## config.mk

```make
export PLATFORM = sky130hd
export DESIGN_NAME = prl_top
export DESIGN_NICKNAME = d
export VERILOG_FILES = /design/src/rtl/prl_level_decode.v /design/src/rtl/prl_top.v
export VERILOG_INCLUDE_DIRS = /design/src /design/src/rtl
export SDC_FILE = /design/constraint.sdc
export NUM_CORES = 1
export LEC_CHECK = 0
export BUFFER_PORTS_ARGS = -buffer_cell sky130_fd_sc_hd__clkbuf_2
export CAP_MARGIN = 20
export CORE_ASPECT_RATIO = 1.25
export CORE_MARGIN = 10
export CORE_UTILIZATION = 46
export DETAILED_ROUTE_END_ITERATION = 7
export PLACE_DENSITY = 0.84
export SYNTH_ARGS = -nofsm -noshare
export SYNTH_HDL_FRONTEND = slang
export SYNTH_HIERARCHICAL = 1
export SYNTH_SLANG_ARGS = --single-unit
```

## constraint.sdc

```tcl
create_clock -name clk_i -period 3.15 [get_ports clk_i]
set_input_delay 0.4725 -clock clk_i [delete_from_list [all_inputs] [get_ports clk_i]]
set_output_delay 0.4725 -clock clk_i [all_outputs]
set_load 0.05 [all_outputs]
```

## src/rtl/prl_regs.vh

```
// register offsets, bit masks, field codes and reset values of the priority level block
`ifndef PRL_REGS_VH
`define PRL_REGS_VH

// ----------------------------------------------------------------------
// register indexes; byte address is four times the index
// ----------------------------------------------------------------------
`define PRL_IDX_SEVEN 8'h07
`define PRL_IDX_EIGHT 8'h08
`define PRL_IDX_NINE 8'h09
`define PRL_IDX_STATUS 8'h20
`define PRL_ADDR_W 8

// ----------------------------------------------------------------------
// implemented bit masks and reset values
// ----------------------------------------------------------------------
`define PRL_SEVEN_MASK 16'h0003
`define PRL_EIGHT_MASK 16'hf3ff
`define PRL_NINE_MASK 16'hffff
`define PRL_REG_RESET 16'h0000

// ----------------------------------------------------------------------
// field codes and bus responses
// ----------------------------------------------------------------------
`define PRL_CODE_MASKED 2'h0
`define PRL_CODE_LVL0 2'h1
`define PRL_CODE_LVL1 2'h2
`define PRL_CODE_LVL2 2'h3
`define PRL_RESP_OKAY 2'h0
`define PRL_RESP_SLVERR 2'h2
`define PRL_NUM_SRC 16

`endif

```

## src/rtl/prl_level_decode.v

```verilog
// decode of one two-bit priority field into a one-hot level request
`timescale 1ns/1ps
`default_nettype none
`include "prl_regs.vh"

module prl_level_decode (
    input wire [1:0] field_i,
    input wire req_i,
    output reg [2:0] lvl_req_o
);

// ----------------------------------------------------------------------
// field decode
// ----------------------------------------------------------------------
// masked code drops the request, other codes map to levels 0..2 only
always @* begin
    lvl_req_o = 3'h0;
    case (field_i)
        `PRL_CODE_LVL0: lvl_req_o = {2'h0, req_i};
        `PRL_CODE_LVL1: lvl_req_o = {1'h0, req_i, 1'h0};
        `PRL_CODE_LVL2: lvl_req_o = {req_i, 2'h0};
        default: lvl_req_o = 3'h0;
    endcase
end

endmodule // prl_level_decode
`default_nettype wire

```

## src/rtl/prl_top.v

```verilog
// priority level registers, axi4-lite slave and level arbitration
//
// The AXI4-Lite interface to the registers was decided locally.
`timescale 1ns/1ps
`default_nettype none
`include "prl_regs.vh"

module prl_top (
    input wire clk_i,
    input wire rst_n_i,
    // axi4-lite write address
    input wire s_axi_awvalid,
    output reg s_axi_awready,
    input wire [31:0] s_axi_awaddr,
    input wire [2:0] s_axi_awprot,
    // axi4-lite write data
    input wire s_axi_wvalid,
    output reg s_axi_wready,
    input wire [31:0] s_axi_wdata,
    input wire [3:0] s_axi_wstrb,
    // axi4-lite write response
    output reg s_axi_bvalid,
    input wire s_axi_bready,
    output reg [1:0] s_axi_bresp,
    // axi4-lite read address
    input wire s_axi_arvalid,
    output reg s_axi_arready,
    input wire [31:0] s_axi_araddr,
    input wire [2:0] s_axi_arprot,
    // axi4-lite read data
    output reg s_axi_rvalid,
    input wire s_axi_rready,
    output reg [31:0] s_axi_rdata,
    output reg [1:0] s_axi_rresp,
    // peripheral request levels
    input wire timer_c_ch1_req_i,
    input wire timer_a_ch1_req_i,
    input wire timer_a_ch2_req_i,
    input wire timer_a_ch3_req_i,
    input wire serial0_tx_empty_req_i,
    input wire serial0_tx_idle_req_i,
    input wire serial0_rx_error_req_i,
    input wire serial0_rx_full_req_i,
    input wire conv_second_complete_req_i,
    input wire conv_first_complete_req_i,
    input wire conv_second_zero_limit_req_i,
    input wire conv_first_zero_limit_req_i,
    input wire pwm_second_reload_req_i,
    input wire pwm_first_reload_req_i,
    input wire pwm_second_fault_req_i,
    input wire pwm_first_fault_req_i,
    // arbitration result towards the core
    output reg irq_valid_o,
    output reg [3:0] irq_source_o,
    output reg [1:0] irq_level_o,
    output reg [2:0] level_active_o
);

// ----------------------------------------------------------------------
// reset release
// ----------------------------------------------------------------------
reg rst_meta_reg;
reg rst_sync_reg;
wire rst_n;

// asynchronous assert, release after two edges
always @(posedge clk_i or negedge rst_n_i) begin
    if (!rst_n_i) begin
        rst_meta_reg <= 1'b0;
        rst_sync_reg <= 1'b0;
    end else begin
        rst_meta_reg <= 1'b1;
        rst_sync_reg <= rst_meta_reg;
    end
end

assign rst_n = rst_sync_reg;

// ----------------------------------------------------------------------
// priority registers
// ----------------------------------------------------------------------
reg [15:0] source_priority_reg_seven;
reg [15:0] source_priority_reg_eight;
reg [15:0] source_priority_reg_nine;
reg [15:0] active_req_reg;

// write channel capture
reg aw_full_reg;
reg w_full_reg;
reg [`PRL_ADDR_W-1:0] aw_idx_reg;
reg [15:0] w_data_reg;
reg [1:0] w_strb_reg;
reg aw_full_next;
reg w_full_next;
reg bvalid_next;
reg do_write;

wire [`PRL_ADDR_W-1:0] aw_idx_in;
wire [`PRL_ADDR_W-1:0] ar_idx_in;
wire aw_aligned;
wire ar_aligned;

// word index from byte address; upper bits must be zero to hit
assign aw_idx_in = s_axi_awaddr[`PRL_ADDR_W+1:2];
assign ar_idx_in = s_axi_araddr[`PRL_ADDR_W+1:2];
assign aw_aligned = (s_axi_awaddr[31:`PRL_ADDR_W+2] == 22'h0) && (s_axi_awaddr[1:0] == 2'h0);
assign ar_aligned = (s_axi_araddr[31:`PRL_ADDR_W+2] == 22'h0) && (s_axi_araddr[1:0] == 2'h0);

// channel items taken on this edge
wire aw_take = s_axi_awvalid && s_axi_awready;
wire w_take = s_axi_wvalid && s_axi_wready;
reg aw_hit_reg;

// write handshake next state
always @* begin
    aw_full_next = aw_full_reg;
    w_full_next = w_full_reg;
    bvalid_next = s_axi_bvalid;
    do_write = 1'b0;
    if (aw_take) begin
        aw_full_next = 1'b1;
    end
    if (w_take) begin
        w_full_next = 1'b1;
    end
    if (s_axi_bvalid && s_axi_bready) begin
        bvalid_next = 1'b0;
    end
    if (aw_full_reg && w_full_reg && !s_axi_bvalid) begin
        do_write = 1'b1;
        aw_full_next = 1'b0;
        w_full_next = 1'b0;
        bvalid_next = 1'b1;
    end
end

// address and data hold, ready flags, response
always @(posedge clk_i or negedge rst_n) begin
    if (!rst_n) begin
        aw_full_reg <= 1'b0;
        w_full_reg <= 1'b0;
        aw_idx_reg <= 8'h00;
        aw_hit_reg <= 1'b0;
        w_data_reg <= 16'h0000;
        w_strb_reg <= 2'h0;
        s_axi_awready <= 1'b0;
        s_axi_wready <= 1'b0;
        s_axi_bvalid <= 1'b0;
        s_axi_bresp <= `PRL_RESP_OKAY;
    end else begin
        aw_full_reg <= aw_full_next;
        w_full_reg <= w_full_next;
        s_axi_awready <= !aw_full_next;
        s_axi_wready <= !w_full_next;
        s_axi_bvalid <= bvalid_next;
        if (aw_take) begin
            aw_idx_reg <= aw_idx_in;
            aw_hit_reg <= aw_aligned;
        end
        if (w_take) begin
            w_data_reg <= s_axi_wdata[15:0];
            w_strb_reg <= s_axi_wstrb[1:0];
        end
        if (do_write) begin
            if (aw_hit_reg && (aw_idx_reg == `PRL_IDX_SEVEN || aw_idx_reg == `PRL_IDX_EIGHT
                || aw_idx_reg == `PRL_IDX_NINE || aw_idx_reg == `PRL_IDX_STATUS)) begin
                s_axi_bresp <= `PRL_RESP_OKAY;
            end else begin
                s_axi_bresp <= `PRL_RESP_SLVERR;
            end
        end
    end
end

// byte-lane merge of write data into a register image
function [15:0] prl_merge;
    input [15:0] old_val;
    input [15:0] new_val;
    input [1:0] strb;
    input [15:0] mask;
    reg [15:0] merged;
    begin
        merged = old_val;
        if (strb[0]) begin
            merged[7:0] = new_val[7:0];
        end
        if (strb[1]) begin
            merged[15:8] = new_val[15:8];
        end
        prl_merge = merged & mask;
    end
endfunction

// field storage; unimplemented bits never store a one
always @(posedge clk_i or negedge rst_n) begin
    if (!rst_n) begin
        source_priority_reg_seven <= `PRL_REG_RESET;
        source_priority_reg_eight <= `PRL_REG_RESET;
        source_priority_reg_nine <= `PRL_REG_RESET;
    end else if (do_write && aw_hit_reg) begin
        if (aw_idx_reg == `PRL_IDX_SEVEN) begin
            source_priority_reg_seven <= prl_merge(source_priority_reg_seven, w_data_reg, w_strb_reg,
                `PRL_SEVEN_MASK);
        end
        if (aw_idx_reg == `PRL_IDX_EIGHT) begin
            source_priority_reg_eight <= prl_merge(source_priority_reg_eight, w_data_reg, w_strb_reg,
                `PRL_EIGHT_MASK);
        end
        if (aw_idx_reg == `PRL_IDX_NINE) begin
            source_priority_reg_nine <= prl_merge(source_priority_reg_nine, w_data_reg, w_strb_reg,
                `PRL_NINE_MASK);
        end
    end
end

// ----------------------------------------------------------------------
// read channel
// ----------------------------------------------------------------------
reg [31:0] rd_word;
reg rd_hit;

// read decode; reserved bits come back as zero
always @* begin
    rd_word = 32'h0000_0000;
    rd_hit = ar_aligned;
    case (ar_idx_in)
        `PRL_IDX_SEVEN: rd_word = {16'h0000, source_priority_reg_seven};
        `PRL_IDX_EIGHT: rd_word = {16'h0000, source_priority_reg_eight};
        `PRL_IDX_NINE: rd_word = {16'h0000, source_priority_reg_nine};
        `PRL_IDX_STATUS: rd_word = {16'h0000, active_req_reg};
        default: rd_hit = 1'b0;
    endcase
end

wire ar_take = s_axi_arvalid && s_axi_arready;

// one read at a time, answer one cycle after the address is taken
always @(posedge clk_i or negedge rst_n) begin
    if (!rst_n) begin
        s_axi_arready <= 1'b0;
        s_axi_rvalid <= 1'b0;
        s_axi_rdata <= 32'h0000_0000;
        s_axi_rresp <= `PRL_RESP_OKAY;
    end else begin
        if (ar_take) begin
            s_axi_arready <= 1'b0;
            s_axi_rvalid <= 1'b1;
            s_axi_rdata <= rd_hit ? rd_word : 32'h0000_0000;
            s_axi_rresp <= rd_hit ? `PRL_RESP_OKAY : `PRL_RESP_SLVERR;
        end else if (s_axi_rvalid && s_axi_rready) begin
            s_axi_rvalid <= 1'b0;
            s_axi_arready <= 1'b1;
        end else if (!s_axi_rvalid) begin
            s_axi_arready <= 1'b1;
        end
    end
end

// ----------------------------------------------------------------------
// field extraction per source
// ----------------------------------------------------------------------
// field positions inside the three registers
wire [1:0] timer_c_ch1_level = source_priority_reg_seven[1:0];
wire [1:0] timer_a_ch1_level = source_priority_reg_eight[1:0];
wire [1:0] timer_a_ch2_level = source_priority_reg_eight[3:2];
wire [1:0] timer_a_ch3_level = source_priority_reg_eight[5:4];
wire [1:0] serial0_tx_empty_level = source_priority_reg_eight[7:6];
wire [1:0] serial0_tx_idle_level = source_priority_reg_eight[9:8];
wire [1:0] serial0_rx_error_level = source_priority_reg_eight[13:12];
wire [1:0] serial0_rx_full_level = source_priority_reg_eight[15:14];
wire [1:0] conv_second_complete_level = source_priority_reg_nine[1:0];
wire [1:0] conv_first_complete_level = source_priority_reg_nine[3:2];
wire [1:0] conv_second_zero_limit_level = source_priority_reg_nine[5:4];
wire [1:0] conv_first_zero_limit_level = source_priority_reg_nine[7:6];
wire [1:0] pwm_second_reload_level = source_priority_reg_nine[9:8];
wire [1:0] pwm_first_reload_level = source_priority_reg_nine[11:10];
wire [1:0] pwm_second_fault_level = source_priority_reg_nine[13:12];
wire [1:0] pwm_first_fault_level = source_priority_reg_nine[15:14];

wire [31:0] field_vec;
wire [15:0] req_vec;

// source n uses field_vec[2n+1:2n] and req_vec[n]
assign field_vec = {pwm_first_fault_level, pwm_second_fault_level, pwm_first_reload_level,
    pwm_second_reload_level, conv_first_zero_limit_level, conv_second_zero_limit_level,
    conv_first_complete_level, conv_second_complete_level, serial0_rx_full_level,
    serial0_rx_error_level, serial0_tx_idle_level, serial0_tx_empty_level,
    timer_a_ch3_level, timer_a_ch2_level, timer_a_ch1_level, timer_c_ch1_level};
assign req_vec = {pwm_first_fault_req_i, pwm_second_fault_req_i, pwm_first_reload_req_i,
    pwm_second_reload_req_i, conv_first_zero_limit_req_i, conv_second_zero_limit_req_i,
    conv_first_complete_req_i, conv_second_complete_req_i, serial0_rx_full_req_i,
    serial0_rx_error_req_i, serial0_tx_idle_req_i, serial0_tx_empty_req_i,
    timer_a_ch3_req_i, timer_a_ch2_req_i, timer_a_ch1_req_i, timer_c_ch1_req_i};

// ----------------------------------------------------------------------
// level decode per source
// ----------------------------------------------------------------------
wire [47:0] lvl_vec;

genvar gi;
generate
    for (gi = 0; gi < `PRL_NUM_SRC; gi = gi + 1) begin : g_dec
        prl_level_decode u_dec (
            .field_i(field_vec[2*gi+1:2*gi]),
            .req_i(req_vec[gi]),
            .lvl_req_o(lvl_vec[3*gi+2:3*gi])
        );
    end
endgenerate

// ----------------------------------------------------------------------
// arbitration
// ----------------------------------------------------------------------
reg [15:0] on_lvl0;
reg [15:0] on_lvl1;
reg [15:0] on_lvl2;
reg [15:0] win_set;
reg [3:0] win_src;
reg [1:0] win_lvl;
reg win_found;
integer si;

// highest level first, lowest source number within a level
always @* begin
    on_lvl0 = 16'h0000;
    on_lvl1 = 16'h0000;
    on_lvl2 = 16'h0000;
    win_src = 4'h0;
    win_found = 1'b0;
    for (si = 0; si < `PRL_NUM_SRC; si = si + 1) begin
        on_lvl0[si] = lvl_vec[3*si];
        on_lvl1[si] = lvl_vec[3*si+1];
        on_lvl2[si] = lvl_vec[3*si+2];
    end
    if (on_lvl2 != 16'h0000) begin
        win_set = on_lvl2;
        win_lvl = 2'h2;
    end else if (on_lvl1 != 16'h0000) begin
        win_set = on_lvl1;
        win_lvl = 2'h1;
    end else begin
        win_set = on_lvl0;
        win_lvl = 2'h0;
    end
    for (si = `PRL_NUM_SRC - 1; si >= 0; si = si - 1) begin
        if (win_set[si]) begin
            win_src = si[3:0];
            win_found = 1'b1;
        end
    end
end

// registered result, one cycle behind requests and field writes
always @(posedge clk_i or negedge rst_n) begin
    if (!rst_n) begin
        irq_valid_o <= 1'b0;
        irq_source_o <= 4'h0;
        irq_level_o <= 2'h0;
        level_active_o <= 3'h0;
        active_req_reg <= 16'h0000;
    end else begin
        irq_valid_o <= win_found;
        irq_source_o <= win_found ? win_src : 4'h0;
        irq_level_o <= win_found ? win_lvl : 2'h0;
        level_active_o <= {|on_lvl2, |on_lvl1, |on_lvl0};
        active_req_reg <= on_lvl0 | on_lvl1 | on_lvl2;
    end
end

endmodule // prl_top
`default_nettype wire

```

==> metrics <==
Worst R2R Start=source_priority_reg_eight[5]$_DFFE_PN0P_; clock power share=31.7%; layout cells sized above 1=38.60%; core area=0.01211 mm2; CTS tree=done; NumNets Final=769; post-synthesis mux area share=12.59%; top cell type by total area after synthesis=dfrtp_1; vias in the first global route=4916; cell area after synthesis=0.005677 mm2; Clock Sink Count=112; ANT nets after route=0; fmax=364.4 MHz; Final setup viols=0; Post-synth EDFFs=0; Period minus WS final=2744 ps; Switch Pwr=1.003 mW; Die Ht=144.2 um; Root Driver=clkbuf_16; post-synthesis register bit count=112; dpl ws=263.1 ps; simple-gate share of the synthesized area=20.96%; CP cell instances=and3_2, nor2_1, and4_1, and4_1, clkinv_4, o21bai_1, nor4_1, a211oi_1, a21oi_1; # rows=45; HPWL after DPL=12780 um; slew margin rel.=36.90%; Sum Neg Setup Slack=0 ps; leak pwr=3.643 nW; RD Place Congestion=0.9273; result of the run=finished, final reports clean; final worst slack=405.8 ps; Synth Area in XOR/XNOR=0%; area added between synthesis and finish=20.04%; Gate power share=16.2%; clock-pin slew on the worst setup and hold paths=70 ps; fraction of registers with async set/reset=100.0%; switch share=28.44%; max_cap viols=0; Power Density=517.7 mW/mm2; worst-margin pin slew=946.6 ps; post-synthesis compound-gate area fraction=12.06%; WS Path Type=flop to flop; RR Endpoint=irq_source_o[0]$_DFF_PN0_; final global-route overflow total=0; diodes inserted=0; synth cell count leaders=dfrtp_1 (112), and3b_1 (32), nor2_1 (31), mux2_2 (28), nand2_1 (26); Worst Clk Skew=9.943 ps; Internal=2.525 mW; critical path arrival=2950 ps; first-pass GRT wire length=25350 um; critical hold path startpoint=s_axi_bready; slowest cell delay on critical path=440 ps; CP most frequent cell=and4_1; slowest CP cell=and4_1; RSZ-0062 raised after global routing=false; PostCTS Resize Cnt=0; Cells after Synth=494; initial core utilization=46.89%; total wire length=15650 um; register area share after synthesis=49.37%; first drt pass iteration count=5; CTS Buf Count=9; Max IR drop VDD=0.5465 mV; Required @ worst endpoint=3360 ps; type of the tightest min-delay check=input pin to flop; wire per inst=19.34 um; Final Util=56.29%; IO Pins=180; initial antenna violation count=0; First DRT Iteration DRCs=321; Hold Vio Cnt, Final=0; main area contributors after synthesis=dfrtp_1 (49%), mux2_2 (5.6%), and3b_1 (4.9%); pin count of the biggest net entering global routing=76; post-synth cell types=65; CP endpoint kind=flop; Hold Path End=s_axi_bvalid$_DFFE_PN0P_; Startpoint Class=flop; routed vias=4545; final worst-path cycle share=87.12%; Port Buffers=137; die area=0.01721 mm2; max-slew violations=0; largest family of logic cells by synthesized area=simple AND/OR/NAND/NOR gates; sequential cell fraction of total power=52.1%; total track usage=18.41%; R2R Setup Slk=410 ps; hold depth=2; FF-to-FF path depth=9; main flop type after synthesis=dfrtp_1; Synth Area in Adders=0%; Post-Syn Area per Cell=11.49 um2; Post-CTS Setup Bufs=0; drt drc=0; CP max FO=11; clk_lat worst skew=340 ps; H-tree Lvls=3; Yosys top cell area share=49.37%; Max Buffers Root-to-Sink=2; top-count cell post-synth=dfrtp_1; Die W=119.4 um; vias per std cell=5.618; Yosys warning total=6
-- cells by family after synthesis --
logic type	Yosys count
buffers and inverters	44
AO/OA/AOI/OAI	93
AND/OR/NAND/NOR	182
multiplexers	61
flip-flops	112
other	2
-- cells in the final DEF (no fill, tap or decap), types with 3 or more instances in the layout --
cell type | netlist | layout
nor4_1 | 19 | 19
o21ai_1 | 10 | 10
nor3_1 | 4 | 4
clkbuf_8 | 0 | 3
and3b_1 | 32 | 32
mux2_2 | 28 | 28
clkbuf_16 | 0 | 9
a211oi_1 | 4 | 4
and2_1 | 3 | 3
o21ai_0 | 7 | 7
o21ai_2 | 11 | 11
a21boi_1 | 3 | 3
a21oi_1 | 18 | 18
clkbuf_2 | 0 | 137
o21bai_1 | 3 | 3
nand3_1 | 3 | 3
buf_4 | 19 | 13
a222oi_1 | 12 | 12
mux2_4 | 8 | 8
conb_1 | 2 | 19
inv_1 | 9 | 9
dfrtp_1 | 112 | 111
or3_1 | 16 | 16
nand2b_1 | 4 | 4
a21o_1 | 6 | 6
nor2_1 | 31 | 31
nand4_1 | 3 | 3
clkinv_4 | 1 | 3
nand2_1 | 26 | 26
mux2_1 | 23 | 23
and3_2 | 16 | 16
-- area by class of cell --
class                           count  area, um2
Multi-Input combinational cell    355       2660
Clock buffer                       12      266.5
Clock inverter                      4      36.28
Sequential cell                   112       2806
Tap cell                          164      205.2
Fill cell                        1070       5291
Inverter                           11      46.29
Timing Repair Buffer              151      793.3
-- critical path: cells and delay by family, from the launching register on --
kind,cells,cell delay [ps]
compound gates,3,760
flops,1,430
simple gates,5,1210
buf+inv,1,210
-- power by group through the flow --
stage | Clock (mW) | Combinational (mW) | Sequential (mW)
after CTS | 1.14 | 0.583 | 1.84
after global placement | 0 | 0.555 | 1.85
final | 1.12 | 0.573 | 1.84
after detailed placement | 0 | 0.582 | 1.87
after floorplan | 0 | 0.366 | 1.89
after global routing | 1.20 | 0.629 | 1.87
-- worst max-delay path by stage --
stage                     slack (ps)                                     start                   endpoint  depth (start not counted)
after floorplan                  720                         timer_a_ch3_req_i  irq_source_o[1]$_DFF_PN0_                         10
after global placement           200                     serial0_rx_full_req_i  irq_source_o[0]$_DFF_PN0_                          9
after detailed placement         260                         timer_a_ch2_req_i  irq_source_o[0]$_DFF_PN0_                         10
after CTS                        390  source_priority_reg_eight[5]$_DFFE_PN0P_  irq_source_o[0]$_DFF_PN0_                          9
after global routing             160  source_priority_reg_eight[5]$_DFFE_PN0P_  irq_source_o[0]$_DFF_PN0_                          9
final                            410  source_priority_reg_eight[5]$_DFFE_PN0P_  irq_source_o[0]$_DFF_PN0_                          9
-- repair_timing --
item                                   CTS  global route
endpoints found under the hold margin    2             0
hold buffers                             1             0
setup endpoints to repair                0             0
-- per-stage QoR --
step                      instances  hold WS [ps]  instance area (um2)  power [mW]
final                           809         330.8                 6814       3.528
after global routing            809         320.1                 6814       3.705
after CTS                       809         324.3                 6814       3.567
after detailed placement        792         262.4                 6501       2.452
after global placement          792         259.8                 6501       2.406
after floorplan                 511         176.9                 5742       2.257
-- per-layer routing --
| metal | up-vias | global-route usage, % | share of wire (%) | routed length, um |
|---|---|---|---|---|
| met2 | 176 | 33.39 | 53 | 8243 |
| li1 | 2101 | - | - | - |
| met1 | 2244 | 19.78 | 36 | 5691 |
| met4 | 0 | 6.043 | 1.9 | 292 |
| met3 | 24 | 6.084 | 9.1 | 1419 |
| met5 | - | 0 | 0 | 0 |
Power figures use the tool's default switching activity.
